File: src/pkg/msp_map.svh
// msp_map.svh: register offsets, field positions, reset and halt values
// assumes: included by bare name; 16-bit register port, word index addressing
`ifndef MSP_MAP_SVH
`define MSP_MAP_SVH
`define MSP_A_CTRL   4'h0
`define MSP_A_PSEL   4'h1
`define MSP_A_START  4'h2
`define MSP_A_STOP   4'h3
`define MSP_A_STAT   4'h4
`define MSP_A_OUTCTL 4'h5
`define MSP_A_SPLIT  4'h6
`define MSP_A_RL0    4'h8
`define MSP_A_RL1    4'h9
`define MSP_A_RL2    4'hA
`define MSP_A_RL3    4'hB
`define MSP_A_CNT0   4'hC
`define MSP_A_CNT1   4'hD
`define MSP_A_CNT2   4'hE
`define MSP_A_CNT3   4'hF
`define MSP_F_UEN    0
`define MSP_F_OV     0
`define MSP_F_OE     4
`define MSP_F_ROLE   8
`define MSP_F_POL    12
`define MSP_RST_WORD 16'h0000
`define MSP_HALT16   16'hFFFF
`define MSP_HALT8    16'h00FF
`endif

File: src/pkg/msp_pkg.sv
// msp_pkg: types and shared helpers of the pwm timer block
// assumes: compiled before every design file
`include "msp_map.svh"
package msp_pkg;
    typedef enum logic {MST_IDLE, MST_RUN} msp_mst_state_t;
    typedef logic [15:0] msp_word_t;

    // lane mask of a channel; a split channel only counts its lower byte
    function automatic msp_word_t lane_mask(input logic split);
        lane_mask = split ? `MSP_HALT8 : `MSP_HALT16;
    endfunction
endpackage

File: src/design/msp_prescale.sv
// msp_prescale: count clock tick generator, divide by two to the select
// assumes: en_i low holds the divider cleared (unit powered off)
`timescale 1ns/1ps
`include "msp_map.svh"
module msp_prescale (
    input  wire logic       clk_i,
    input  wire logic       rst_b_i,
    input  wire logic       en_i,
    input  wire logic [3:0] sel_i,
    output logic            tick_o
);
    logic [15:0] div_q;
    logic [15:0] low_mask;

    assign low_mask = 16'((17'h0_0001 << sel_i) - 17'h0_0001);
    // no tick at all while the unit is off: that is the stopped clock
    assign tick_o = en_i & ((div_q & low_mask) == low_mask);

    always_ff @(posedge clk_i or negedge rst_b_i)
    begin
        if (!rst_b_i)
            div_q <= `MSP_RST_WORD;
        else if (!en_i)
            div_q <= `MSP_RST_WORD;
        else
            div_q <= div_q + 16'h0001;
    end
endmodule

File: src/design/msp_slave.sv
// msp_slave: one-count duty channel retriggered by the master period event
// assumes: tick_i is the count clock pulse, trig_i the gated master event
`timescale 1ns/1ps
`include "msp_map.svh"
module msp_slave (
    input  wire logic        clk_i,
    input  wire logic        rst_b_i,
    input  wire logic        clr_i,
    input  wire logic        tick_i,
    input  wire logic        trig_i,
    input  wire logic        en_i,
    input  wire logic        split_i,
    input  wire logic [15:0] reload_i,
    output logic      [15:0] cnt_o,
    output logic             act_o,
    output logic             evt_o
);
    msp_pkg::msp_word_t cnt_q;
    msp_pkg::msp_word_t mask;
    logic               run_q;
    logic               act_q;
    logic               step;

    assign mask  = msp_pkg::lane_mask(split_i);
    assign step  = tick_i & run_q & en_i & ~trig_i;
    assign evt_o = step & (cnt_q == `MSP_RST_WORD);
    assign cnt_o = cnt_q;
    assign act_o = act_q;

    always_ff @(posedge clk_i or negedge rst_b_i)
    begin
        if (!rst_b_i)
            cnt_q <= `MSP_RST_WORD;
        else if (clr_i)
            cnt_q <= `MSP_RST_WORD;
        else if (trig_i)
            cnt_q <= reload_i & mask;
        else if (step)
            cnt_q <= (cnt_q == `MSP_RST_WORD) ? mask : cnt_q - 16'h0001;
    end

    always_ff @(posedge clk_i or negedge rst_b_i)
    begin
        if (!rst_b_i)
            run_q <= 1'b0;
        else if (clr_i)
            run_q <= 1'b0;
        else if (trig_i)
            run_q <= 1'b1;
        else if (evt_o)
            run_q <= 1'b0;
    end

    // a retrigger before zero keeps the level: a long value saturates
    always_ff @(posedge clk_i or negedge rst_b_i)
    begin
        if (!rst_b_i)
            act_q <= 1'b0;
        else if (clr_i)
            act_q <= 1'b0;
        else if (step)
            act_q <= (cnt_q != `MSP_RST_WORD);
    end
endmodule

File: src/design/msp_top.sv
// msp_top: master/slave pwm timer, channel 0 period, channels 1-3 duty
// assumes: single clock; register port with one-cycle read data
`timescale 1ns/1ps
`include "msp_map.svh"
module msp_top #(
    parameter bit SMALL_PKG = 1'b1
) (
    input  wire logic        clk_i,
    input  wire logic        rst_b_i,
    input  wire logic [3:0]  addr_i,
    input  wire logic [15:0] wdata_i,
    input  wire logic        wr_i,
    input  wire logic        rd_i,
    output logic      [15:0] rdata_o,
    output logic      [2:0]  pwm_o,
    output logic             master_period_event_o,
    output logic      [2:0]  duty_event_o
);
    logic                    unit_en_q;
    logic [3:0]              psel_q;
    msp_pkg::msp_mst_state_t mst_q;
    logic [3:1]              es_q;
    logic [3:0]              ov_q;
    logic [3:0]              oe_q;
    logic [3:0]              role_q;
    logic [3:0]              pol_q;
    logic [1:0]              split_q;
    msp_pkg::msp_word_t      rl_q [0:3];
    msp_pkg::msp_word_t      cnt0_q;
    msp_pkg::msp_word_t      rdata_q;
    msp_pkg::msp_word_t      rdata_d;
    logic [2:0]              pwm_q;
    logic                    tick;
    logic                    wr_ok;
    logic                    mst_run;
    logic                    mst_wrap;
    logic                    mst_evt;
    logic [3:0]              start_w;
    logic [3:0]              stop_w;
    logic [2:0]              allow;
    logic [2:0]              split_sel;
    logic [2:0]              trig;
    logic [2:0]              s_act;
    logic [2:0]              s_evt;
    msp_pkg::msp_word_t      s_cnt [0:2];

    // every register but the enable itself is locked while powered off
    assign wr_ok    = wr_i & unit_en_q;
    // trigger bits act for one cycle and are never stored
    assign start_w  = (wr_ok && addr_i == `MSP_A_START) ? wdata_i[3:0] : 4'h0;
    assign stop_w   = (wr_ok && addr_i == `MSP_A_STOP) ? wdata_i[3:0] : 4'h0;
    assign mst_run  = (mst_q == msp_pkg::MST_RUN);
    assign mst_wrap = tick & mst_run & (cnt0_q == `MSP_RST_WORD);
    assign mst_evt  = start_w[0] | mst_wrap;
    // large package: only the first duty channel may follow the master
    assign allow    = SMALL_PKG ? 3'b111 : 3'b001;
    assign split_sel = {split_q[1], 1'b0, split_q[0]};

    assign master_period_event_o = mst_evt;
    assign duty_event_o          = s_evt;
    assign pwm_o                 = pwm_q;
    assign rdata_o               = rdata_q;

    msp_prescale u_prescale (
        .clk_i   (clk_i),
        .rst_b_i (rst_b_i),
        .en_i    (unit_en_q),
        .sel_i   (psel_q),
        .tick_o  (tick)
    );

    genvar k;
    generate
        for (k = 0; k < 3; k++)
        begin : g_slave
            assign trig[k] = mst_evt & allow[k] & role_q[k + 1] & (es_q[k + 1] | start_w[k + 1]);
            msp_slave u_slave (
                .clk_i    (clk_i),
                .rst_b_i  (rst_b_i),
                .clr_i    (~unit_en_q),
                .tick_i   (tick),
                .trig_i   (trig[k]),
                .en_i     (es_q[k + 1]),
                .split_i  (split_sel[k]),
                .reload_i (rl_q[k + 1]),
                .cnt_o    (s_cnt[k]),
                .act_o    (s_act[k]),
                .evt_o    (s_evt[k])
            );
        end
    endgenerate

    always_ff @(posedge clk_i or negedge rst_b_i)
    begin
        if (!rst_b_i)
            unit_en_q <= 1'b0;
        else if (wr_i && addr_i == `MSP_A_CTRL)
            unit_en_q <= wdata_i[`MSP_F_UEN];
    end

    always_ff @(posedge clk_i or negedge rst_b_i)
    begin
        if (!rst_b_i)
            psel_q <= 4'h0;
        else if (!unit_en_q)
            psel_q <= 4'h0;
        else if (wr_ok && addr_i == `MSP_A_PSEL)
            psel_q <= wdata_i[3:0];
    end

    always_ff @(posedge clk_i or negedge rst_b_i)
    begin
        if (!rst_b_i)
        begin
            ov_q    <= 4'h0;
            oe_q    <= 4'h0;
            role_q  <= 4'h0;
            pol_q   <= 4'h0;
            split_q <= 2'b00;
        end
        else if (!unit_en_q)
        begin
            ov_q    <= 4'h0;
            oe_q    <= 4'h0;
            role_q  <= 4'h0;
            pol_q   <= 4'h0;
            split_q <= 2'b00;
        end
        else if (wr_ok && addr_i == `MSP_A_OUTCTL)
        begin
            ov_q   <= wdata_i[`MSP_F_OV +: 4];
            oe_q   <= wdata_i[`MSP_F_OE +: 4];
            role_q <= wdata_i[`MSP_F_ROLE +: 4];
            pol_q  <= wdata_i[`MSP_F_POL +: 4];
        end
        else if (wr_ok && addr_i == `MSP_A_SPLIT)
            split_q <= wdata_i[1:0];
    end

    // reloads are only copied at the master event, so writes never glitch
    always_ff @(posedge clk_i or negedge rst_b_i)
    begin
        if (!rst_b_i)
        begin
            for (int i = 0; i < 4; i++)
                rl_q[i] <= `MSP_RST_WORD;
        end
        else if (!unit_en_q)
        begin
            for (int i = 0; i < 4; i++)
                rl_q[i] <= `MSP_RST_WORD;
        end
        else if (wr_ok && addr_i[3:2] == 2'b10)
            rl_q[addr_i[1:0]] <= wdata_i;
    end

    always_ff @(posedge clk_i or negedge rst_b_i)
    begin
        if (!rst_b_i)
            mst_q <= msp_pkg::MST_IDLE;
        else if (!unit_en_q)
            mst_q <= msp_pkg::MST_IDLE;
        else
        begin
            case (mst_q)
                msp_pkg::MST_IDLE:
                    if (start_w[0])
                        mst_q <= msp_pkg::MST_RUN;
                msp_pkg::MST_RUN:
                    if (stop_w[0] && !start_w[0])
                        mst_q <= msp_pkg::MST_IDLE;
                default:
                    mst_q <= msp_pkg::MST_IDLE;
            endcase
        end
    end

    always_ff @(posedge clk_i or negedge rst_b_i)
    begin
        if (!rst_b_i)
            es_q <= 3'b000;
        else if (!unit_en_q)
            es_q <= 3'b000;
        else
            // start beats stop in one write, as on the master
            es_q <= (es_q & ~stop_w[3:1]) | start_w[3:1];
    end

    // stop leaves the counter where it was: no reload, no clear
    always_ff @(posedge clk_i or negedge rst_b_i)
    begin
        if (!rst_b_i)
            cnt0_q <= `MSP_RST_WORD;
        else if (!unit_en_q)
            cnt0_q <= `MSP_RST_WORD;
        else if (start_w[0])
            cnt0_q <= rl_q[0];
        else if (mst_wrap)
            cnt0_q <= rl_q[0];
        else if (tick && mst_run)
            cnt0_q <= cnt0_q - 16'h0001;
    end

    // disabled output follows the written value; polarity flips both phases
    always_ff @(posedge clk_i or negedge rst_b_i)
    begin
        if (!rst_b_i)
            pwm_q <= 3'b000;
        else if (!unit_en_q)
            pwm_q <= 3'b000;
        else
        begin
            for (int i = 0; i < 3; i++)
                pwm_q[i] <= oe_q[i + 1] ? (s_act[i] ^ pol_q[i + 1]) : ov_q[i + 1];
        end
    end

    always_comb
    begin
        rdata_d = `MSP_RST_WORD;
        case (addr_i)
            `MSP_A_CTRL:   rdata_d = {15'h0000, unit_en_q};
            `MSP_A_PSEL:   rdata_d = {12'h000, psel_q};
            `MSP_A_STAT:   rdata_d = {12'h000, es_q, mst_run};
            `MSP_A_OUTCTL: rdata_d = {pol_q, role_q, oe_q, ov_q};
            `MSP_A_SPLIT:  rdata_d = {14'h0000, split_q};
            `MSP_A_RL0:    rdata_d = rl_q[0];
            `MSP_A_RL1:    rdata_d = rl_q[1];
            `MSP_A_RL2:    rdata_d = rl_q[2];
            `MSP_A_RL3:    rdata_d = rl_q[3];
            `MSP_A_CNT0:   rdata_d = cnt0_q;
            `MSP_A_CNT1:   rdata_d = s_cnt[0];
            `MSP_A_CNT2:   rdata_d = s_cnt[1];
            `MSP_A_CNT3:   rdata_d = s_cnt[2];
            default:       rdata_d = `MSP_RST_WORD;
        endcase
        if (!unit_en_q && addr_i != `MSP_A_CTRL)
            rdata_d = `MSP_RST_WORD;
    end

    always_ff @(posedge clk_i or negedge rst_b_i)
    begin
        if (!rst_b_i)
            rdata_q <= `MSP_RST_WORD;
        else
            rdata_q <= rd_i ? rdata_d : `MSP_RST_WORD;
    end
endmodule

File: config.mk
export PLATFORM = sky130hd
export DESIGN_NAME = msp_top
export DESIGN_NICKNAME = d
export VERILOG_FILES = /design/src/pkg/msp_pkg.sv /design/src/design/msp_prescale.sv /design/src/design/msp_slave.sv /design/src/design/msp_top.sv
export VERILOG_INCLUDE_DIRS = /design/src /design/src/pkg
export SDC_FILE = /design/constraint.sdc
export NUM_CORES = 1
export LEC_CHECK = 0
export ABC_AREA = 1
export BUFFER_PORTS_ARGS = -buffer_cell sky130_fd_sc_hd__buf_2
export CELL_PAD_IN_SITES_DETAIL_PLACEMENT = 2
export CELL_PAD_IN_SITES_GLOBAL_PLACEMENT = 2
export CORE_ASPECT_RATIO = 1.2
export CORE_UTILIZATION = 37
export CTS_BUF_LIST = sky130_fd_sc_hd__clkbuf_4
export CTS_CLUSTER_SIZE = 8
export DETAILED_ROUTE_END_ITERATION = 16
export PLACE_DENSITY = 0.84
export SLEW_MARGIN = 20
export SYNTH_ARGS = -nofsm -noshare
export SYNTH_HDL_FRONTEND = slang
export SYNTH_SLANG_ARGS = --single-unit
export TNS_END_PERCENT = 1
File: constraint.sdc
create_clock -name clk_i -period 3.1 [get_ports clk_i]
set_input_delay 0.31 -clock clk_i [delete_from_list [all_inputs] [get_ports clk_i]]
set_output_delay 0.31 -clock clk_i [all_outputs]
set_load 0.01 [all_outputs]
-- Word-level counts from Yosys, hierarchy flattened
Index checks and enable logic that the tools add are counted.
- flip-flop bits (word level): 196
- bits of input ports: 24
- output and inout port bits: 23
- logic and storage cells: 195
- reduce and logical (&&, ||, !) cells: 23
- eq/ne operators: 31
- $add $sub $neg: 6
- $lt $le $gt $ge: 2
- mux-type cells: 66
- bitwise logic cells: 40
- shifts and indexed selects: 1
- operator list (cell ; count):
    2-to-1 mux 16 bit ; 22
    case mux 16 bit (13 select lines) ; 1
    2-to-1 mux 64 bit ; 2
    subtractor 16 x 1 -> 16 bit (second input constant) ; 5
    bitwise mux 64 bit ; 1
    zero test 16 bit ; 4
    AND 16 bit ; 3
    2-to-1 mux 4 bit ; 12
    nonzero test 16 bit ; 3
    demux 16 bit (select 2 bit) ; 1
    == test 4 bit (second input constant) ; 8
    AND 1 bit ; 22
    2-to-1 mux 1 bit ; 21
    != test 3 x 1 -> 1 bit (second input constant) ; 6
    adder 16 x 1 -> 16 bit (second input constant) ; 1
    == test 16 bit ; 1
    << shifter 1 x 4 -> 16 bit (first input constant) ; 1
    != test 2 x 1 -> 1 bit (second input constant) ; 7
    == test 4 x 3 -> 1 bit (second input constant) ; 3
    logical AND 1 bit ; 11
    == test 4 x 2 -> 1 bit (second input constant) ; 2
    2-to-1 mux 2 bit ; 3
    2-to-1 mux 3 bit ; 2
    == test 4 x 1 -> 1 bit (second input constant) ; 1
    17 further kinds ; 26

-- Longest topological paths before layout
- word-level depth: 16
- gate-level depth with buffers: 23
- mapped depth without buffers: 21

-- Cells and area by module
Synthesis repeated with hierarchy kept, for this count alone.
- cells, all modules: 1706
- area, all modules: 11775.0 sq um
- modules (own cells, without submodules) (module ; times used ; area each (sq um) ; cells each):
    msp_top ; 1 ; 6543.8 ; 853
    msp_slave ; 3 ; 1382.6 ; 231
    msp_prescale ; 1 ; 1083.5 ; 160

-- Least setup slack after synthesis
Ideal clock, no wire load.
- path type: register to output
- from: reg psel_q[1]
- to: out duty_event_o[0]
- setup slack: 0.480 ns
- arrival: 2.310 ns
- cell stages (with the launch flop): 21
- path through: dfrtp_1 buf_2 inv_2 nand2_1 nor2_1 inv_1 ha_1 clkbuf_1 nand2_2 nand2_1 nand3_1 nand2_1 inv_2 nand2_1 nor2_2 nand4_2 nand2_4 nand2_4 nand2_1 nor3_1 buf_4
- longest elaborated chain between the ends: 13
- RTL lines (what ; line ; RTL):
    start, declared ; msp_top.sv:20 ; logic [3:0] psel_q;
    start signal, assigned ; msp_top.sv:108 ; psel_q <= wdata_i[3:0];
    << shifter 1 x 4 -> 16 bit * ; msp_prescale.sv:15 ; assign low_mask = 16'((17'h0_0001 << sel_i) - 17'h0_0001);
    subtractor 16 x 1 -> 16 bit * ; msp_prescale.sv:15 ;
    AND 16 bit ; msp_prescale.sv:17 ; assign tick_o = en_i & ((div_q & low_mask) == low_mask);
    == test 16 bit * ; msp_prescale.sv:17 ;
    AND 1 bit * ; msp_prescale.sv:17 ;
    AND 1 bit (2 in a row) ; msp_top.sv:53 ; assign mst_wrap = tick & mst_run & (cnt0_q == `MSP_RST_WORD);
    bitwise OR 1 bit ; msp_top.sv:54 ; assign mst_evt = start_w[0] | mst_wrap;
    AND 1 bit (2 in a row) ; msp_top.sv:76 ; assign trig[k] = mst_evt & allow[k] & role_q[k + 1] & (es_q[k + 1] | start_w[k + 1]);
    inverter 1 bit ; msp_slave.sv:25 ; assign step = tick_i & run_q & en_i & ~trig_i;
    AND 1 bit * ; msp_slave.sv:25 ;
    AND 1 bit * ; msp_slave.sv:26 ; assign evt_o = step & (cnt_q == `MSP_RST_WORD);
    end, declared ; msp_top.sv:17 ; output logic [2:0] duty_event_o
Mark *: on every way between the ends. The rest lies on a longest branch, timed or not.

-- Worst setup path after layout
- from: reg psel_q[1]
- to: out duty_event_o[2]
Same word-level chain as after synthesis.

==> results.py <==
metrics = {
    "outcome": {
        "status": "finished, violations left",
        "violations": "setup timing",
    },
    "routing": {
        "drtIter0Drc": 882,
        "wl_met1_um": 21600,
        "routed_wl_um": 53900,
        "wl_met3_um": 2590,
        "post_drt_wl_per_cell_um": 25.2,
        "wl_met2_um": 26800,
        "via_count": 12500,
        "viasPerCell": 5.86,
        "drtPass1Iterations": 5,
        "ant_nets": 0,
        "dr.max_layer_used": "met4",
        "drc_errors": 0,
    },
    "cells_and_area": {
        "stdcell_count": 2137,
        "final_nets": 1760,
        "areaGrowthSynthToFinish_pct": 15.4,
        "fin_area_um2": 13300,
        "drive_gt1_frac": 0.120,
    },
    "placement": {
        "dpl.cell_count": 2077,
        "dpl_cell_area_um2": 12600,
        "dpl.hpwl_um": 39400,
        "place_congestion": 0.959,
        "port_buffers": 46,
    },
    "yosys": {
        "syn_area_per_cell_um2": 7.09,
        "synthMuxAreaShare": 0,
        "ys.flop_type": "dfrtp_1",
        "syn-num-nets": 1665,
        "yosys.area_share.adder": 0.00974,
        "synth-compound-area-share": 0.147,
        "yosys.area_share.simple": 0.300,
        "synth_top_family_by_area": "simple AND/OR/NAND/NOR gates",
        "netlist_instances": 1632,
        "ys_async_sr_fraction": 1.00,
        "synth_area_um2": 11600,
        "yosys_warnings": 0,
        "yosys.area_share.xor_xnor": 0.0189,
        "synthDistinctLibCells": 39,
        "ys_seq_area_frac": 0.422,
        "ys_ff_latch": 195,
        "synth-edff-count": 0,
    },
    "worst_setup_path": {
        "cp_max_fo": 5,
        "required_ns": 2.79,
        "r2r_start": "psel_q[1]$_DFFE_PN0P_",
        "crit_chain": "inv_2, buf_4, nand3_2, ha_4, nor2_2, nor2_1, nand2_1, nor2_1, nand2_1, inv_2, nand2_2, nor2_4, nand2_4, buf_4, nor2_4, nand2_4, nor2_2, buf_2",
        "cp_top_family": "simple AND/OR/NAND/NOR gates",
        "critical_path_class": "reg2out",
        "r2r-end": "g_slave[2].u_slave.cnt_o[9]$_DFFE_PN0P_",
        "cp-start-kind": "flip-flop",
        "critPathBufInv": 5,
        "slowest_delay_ns": 0.45,
        "crit_arrival_ns": 3.08,
        "endpoint_kind": "output pin",
        "rrSetupSlack_ns": 0.19,
        "worst_r2r_path_depth": 22,
        "critPathSlowestCell": "dfrtp_1",
    },
    "global_routing": {
        "grt_pass1_vias": 13500,
        "antenna_found_initial": 2,
        "grt_overflow_total": 0,
        "grt_pass1_wl_um": 82600,
        "grt_start_max_net_pins": 93,
        "grt_util_all_layers": 0.347,
    },
    "floorplanning": {
        "die_w_um": 163,
        "die_h_um": 196,
        "die_area_um2": 32000,
        "io_pins": 47,
        "num_rows": 70,
        "design.core.area_um2": 30700,
        "start_util": 0.377,
    },
    "sta": {
        "rsz0062_at_grt": "yes",
        "drv_slew": 0,
        "setup_violations": 4,
        "period_needed_ns": 3.39,
        "worst_slack_ns": -0.290,
        "clock-skew-final_ns": 0.0299,
        "period_share": 1.09,
        "finalSetupTns_ns": -1.02,
        "worst_pin_slew_ns": 0.877,
        "fmax_mhz": 295,
        "slew_headroom": 0.415,
        "finalHoldViolCount": 0,
    },
    "clock_network": {
        "cts_tree": "built",
        "cts_buffers": 17,
        "clock_sinks": 195,
        "htree_levels": 4,
        "path_clk_slew_ns": 0.18,
        "clock_latency_ns": 0.65,
        "cts_buffer_depth": 2,
        "cts_root_buf": "clkbuf_4",
    },
    "power": {
        "peakVddDrop_mv": 0.289,
        "powerDensity_nw_per_um2": 658,
        "cellLeakagePower_nw": 6.42,
    },
    "hold_path": {
        "min_to": "unit_en_q$_DFFE_PN0P_",
        "min_path_cells": 3,
        "min_from": "wr_i",
        "min_path_type": "in2reg",
    },
    "run": {
        "drv_cap": 0,
    },
}
==> layer usage <==
layer	global-route usage	vias up
met4	0.174	0
met1	0.419	6398
met2	0.599	420
met5	0	-
met3	0.0463	134
li1	-	5570
==> registers in the layout, summed over array words and instances (netlist names) <==
signal and flops:
role_q 4, pol_q 4, split_q 2, ov_q 4, unit_en_q 1, es_q 3, g_slave.u_slave.run_q 3, rl_q 64
rdata_o 16, u_prescale.div_q 15, oe_q 4, mst_q 1, g_slave.u_slave.act_o 3, cnt0_q 16, psel_q 4, pwm_o 3
g_slave.u_slave.cnt_o 48
==> cells in the final DEF, fill, tap and decap left out, types with 6 or more instances in the layout <==
master,n
nand4_1,18
nor3_1,22
buf_2,44
nor2_1,132
dlygate4sd3_1,17
nand2_4,7
a21oi_1,50
ha_1,8
xor2_1,22
a211oi_1,6
buf_4,70
inv_1,218
nand3_1,190
nand2_1,395
a31oi_1,7
dfrtp_1,193
o21ai_1,10
nor4_1,14
buf_12,9
o21ai_0,94
nor2_2,10
inv_2,10
o22ai_1,108
clkbuf_4,21
==> worst register-to-register path: stages, from the launching register on <==
cell and delay, ns:
dfrtp_1 0.45, inv_2 0.10, buf_4 0.15, nand3_2 0.10, ha_4 0.27, nor2_2 0.03, nor2_1 0.09, nand2_1 0.06
nor2_1 0.10, nand2_1 0.07, inv_2 0.06, nand2_2 0.06, nor2_4 0.16, nand4_4 0.12, nand2_4 0.11, buf_12 0.15
buf_4 0.18, buf_4 0.17, nand3_2 0.11, nand2_1 0.10, inv_1 0.05, nand2_1 0.06, nand2_1 0.04
==> synthesized netlist by cell type, types with 4 or more instances <==
cell,instances,area (um2)
nor3_1,24,120
o21ai_0,94,470
inv_1,220,826
buf_4,8,60.1
a31oi_1,7,43.8
a21oi_1,50,250
nand2_4,4,45.0
nand4_1,18,113
nor2_2,4,25.0
a211oi_1,6,45.0
xor2_1,22,193
o22ai_1,108,676
o31ai_1,4,30.0
dfrtp_1,195,4880
o21ai_1,10,50.1
buf_2,18,90.1
nor4_1,14,87.6
ha_1,9,113
buf_1,5,18.8
inv_2,8,30.0
a221oi_1,5,43.8
nor2_1,141,529
nand2_1,402,1510
nand3_1,193,966
clkbuf_1,39,146
==> final cells by class <==
type                            instances  area (um2)
Timing Repair Buffer                  146        1170
Clock inverter                         10         109
Clock buffer                           21         158
Multi-Input combinational cell       1136        5660
Tap cell                              396         495
Antenna cell                            2        5.00
Inverter                              231         867
Fill cell                            3638       17300
Sequential cell                       195        4880
==> cell families (layout without fill, tap and decap cells) <==
family / Yosys count / in the layout
xor gates and xnor gates: 25 / 25
AOI/OAI and AO/OA: 292 / 292
and+or+nand+nor: 810 / 810
adders and majority gates: 9 / 9
DFF: 195 / 195
buffers and inverters: 301 / 408
other: 0 / 2
==> worst max path at each step <==
stage / startpoint / depth (start not counted) / end / slack (ns)
after global placement: psel_q[3]$_DFFE_PN0P_ / 19 / duty_event_o[2] / 0.20
after floorplan: psel_q[1]$_DFFE_PN0P_ / 20 / duty_event_o[0] / 0.48
after CTS: psel_q[2]$_DFFE_PN0P_ / 19 / duty_event_o[2] / -0.30
after detailed placement: psel_q[3]$_DFFE_PN0P_ / 18 / cnt0_q[0]$_DFFE_PN0P_ / 0.05
after global routing: psel_q[3]$_DFFE_PN0P_ / 19 / duty_event_o[2] / -0.45
final: psel_q[1]$_DFFE_PN0P_ / 18 / duty_event_o[2] / -0.29
==> report_power, final <==
group | total [mW] | internal (mW) | switching [mW]
clock | 1.49 | 0.508 | 0.985
combinational | 4.21 | 1.37 | 2.84
sequential | 3.08 | 2.78 | 0.301
==> stage by stage <==
stage	util	total power [mW]	hold WS, ns	setup slack, ns
floorplan	-	5.78	0.0144	0.480
global placement	0.412	6.90	0.459	0.202
detailed placement	0.412	7.15	0.470	0.0547
CTS	0.434	8.72	0.0611	-0.299
global route	0.435	9.42	0.0697	-0.453
finish	0.435	8.78	0.110	-0.290
==> timing repair <==
action                                 in CTS  in global routing
pin swaps                                  11                  2
resized for setup                          37                  7
setup buffers                              10                  0
hold buffers                               17                  0
endpoints found under the hold margin     108                  0
setup endpoints to repair                  14                 27
Power figures use the tool's default switching activity.
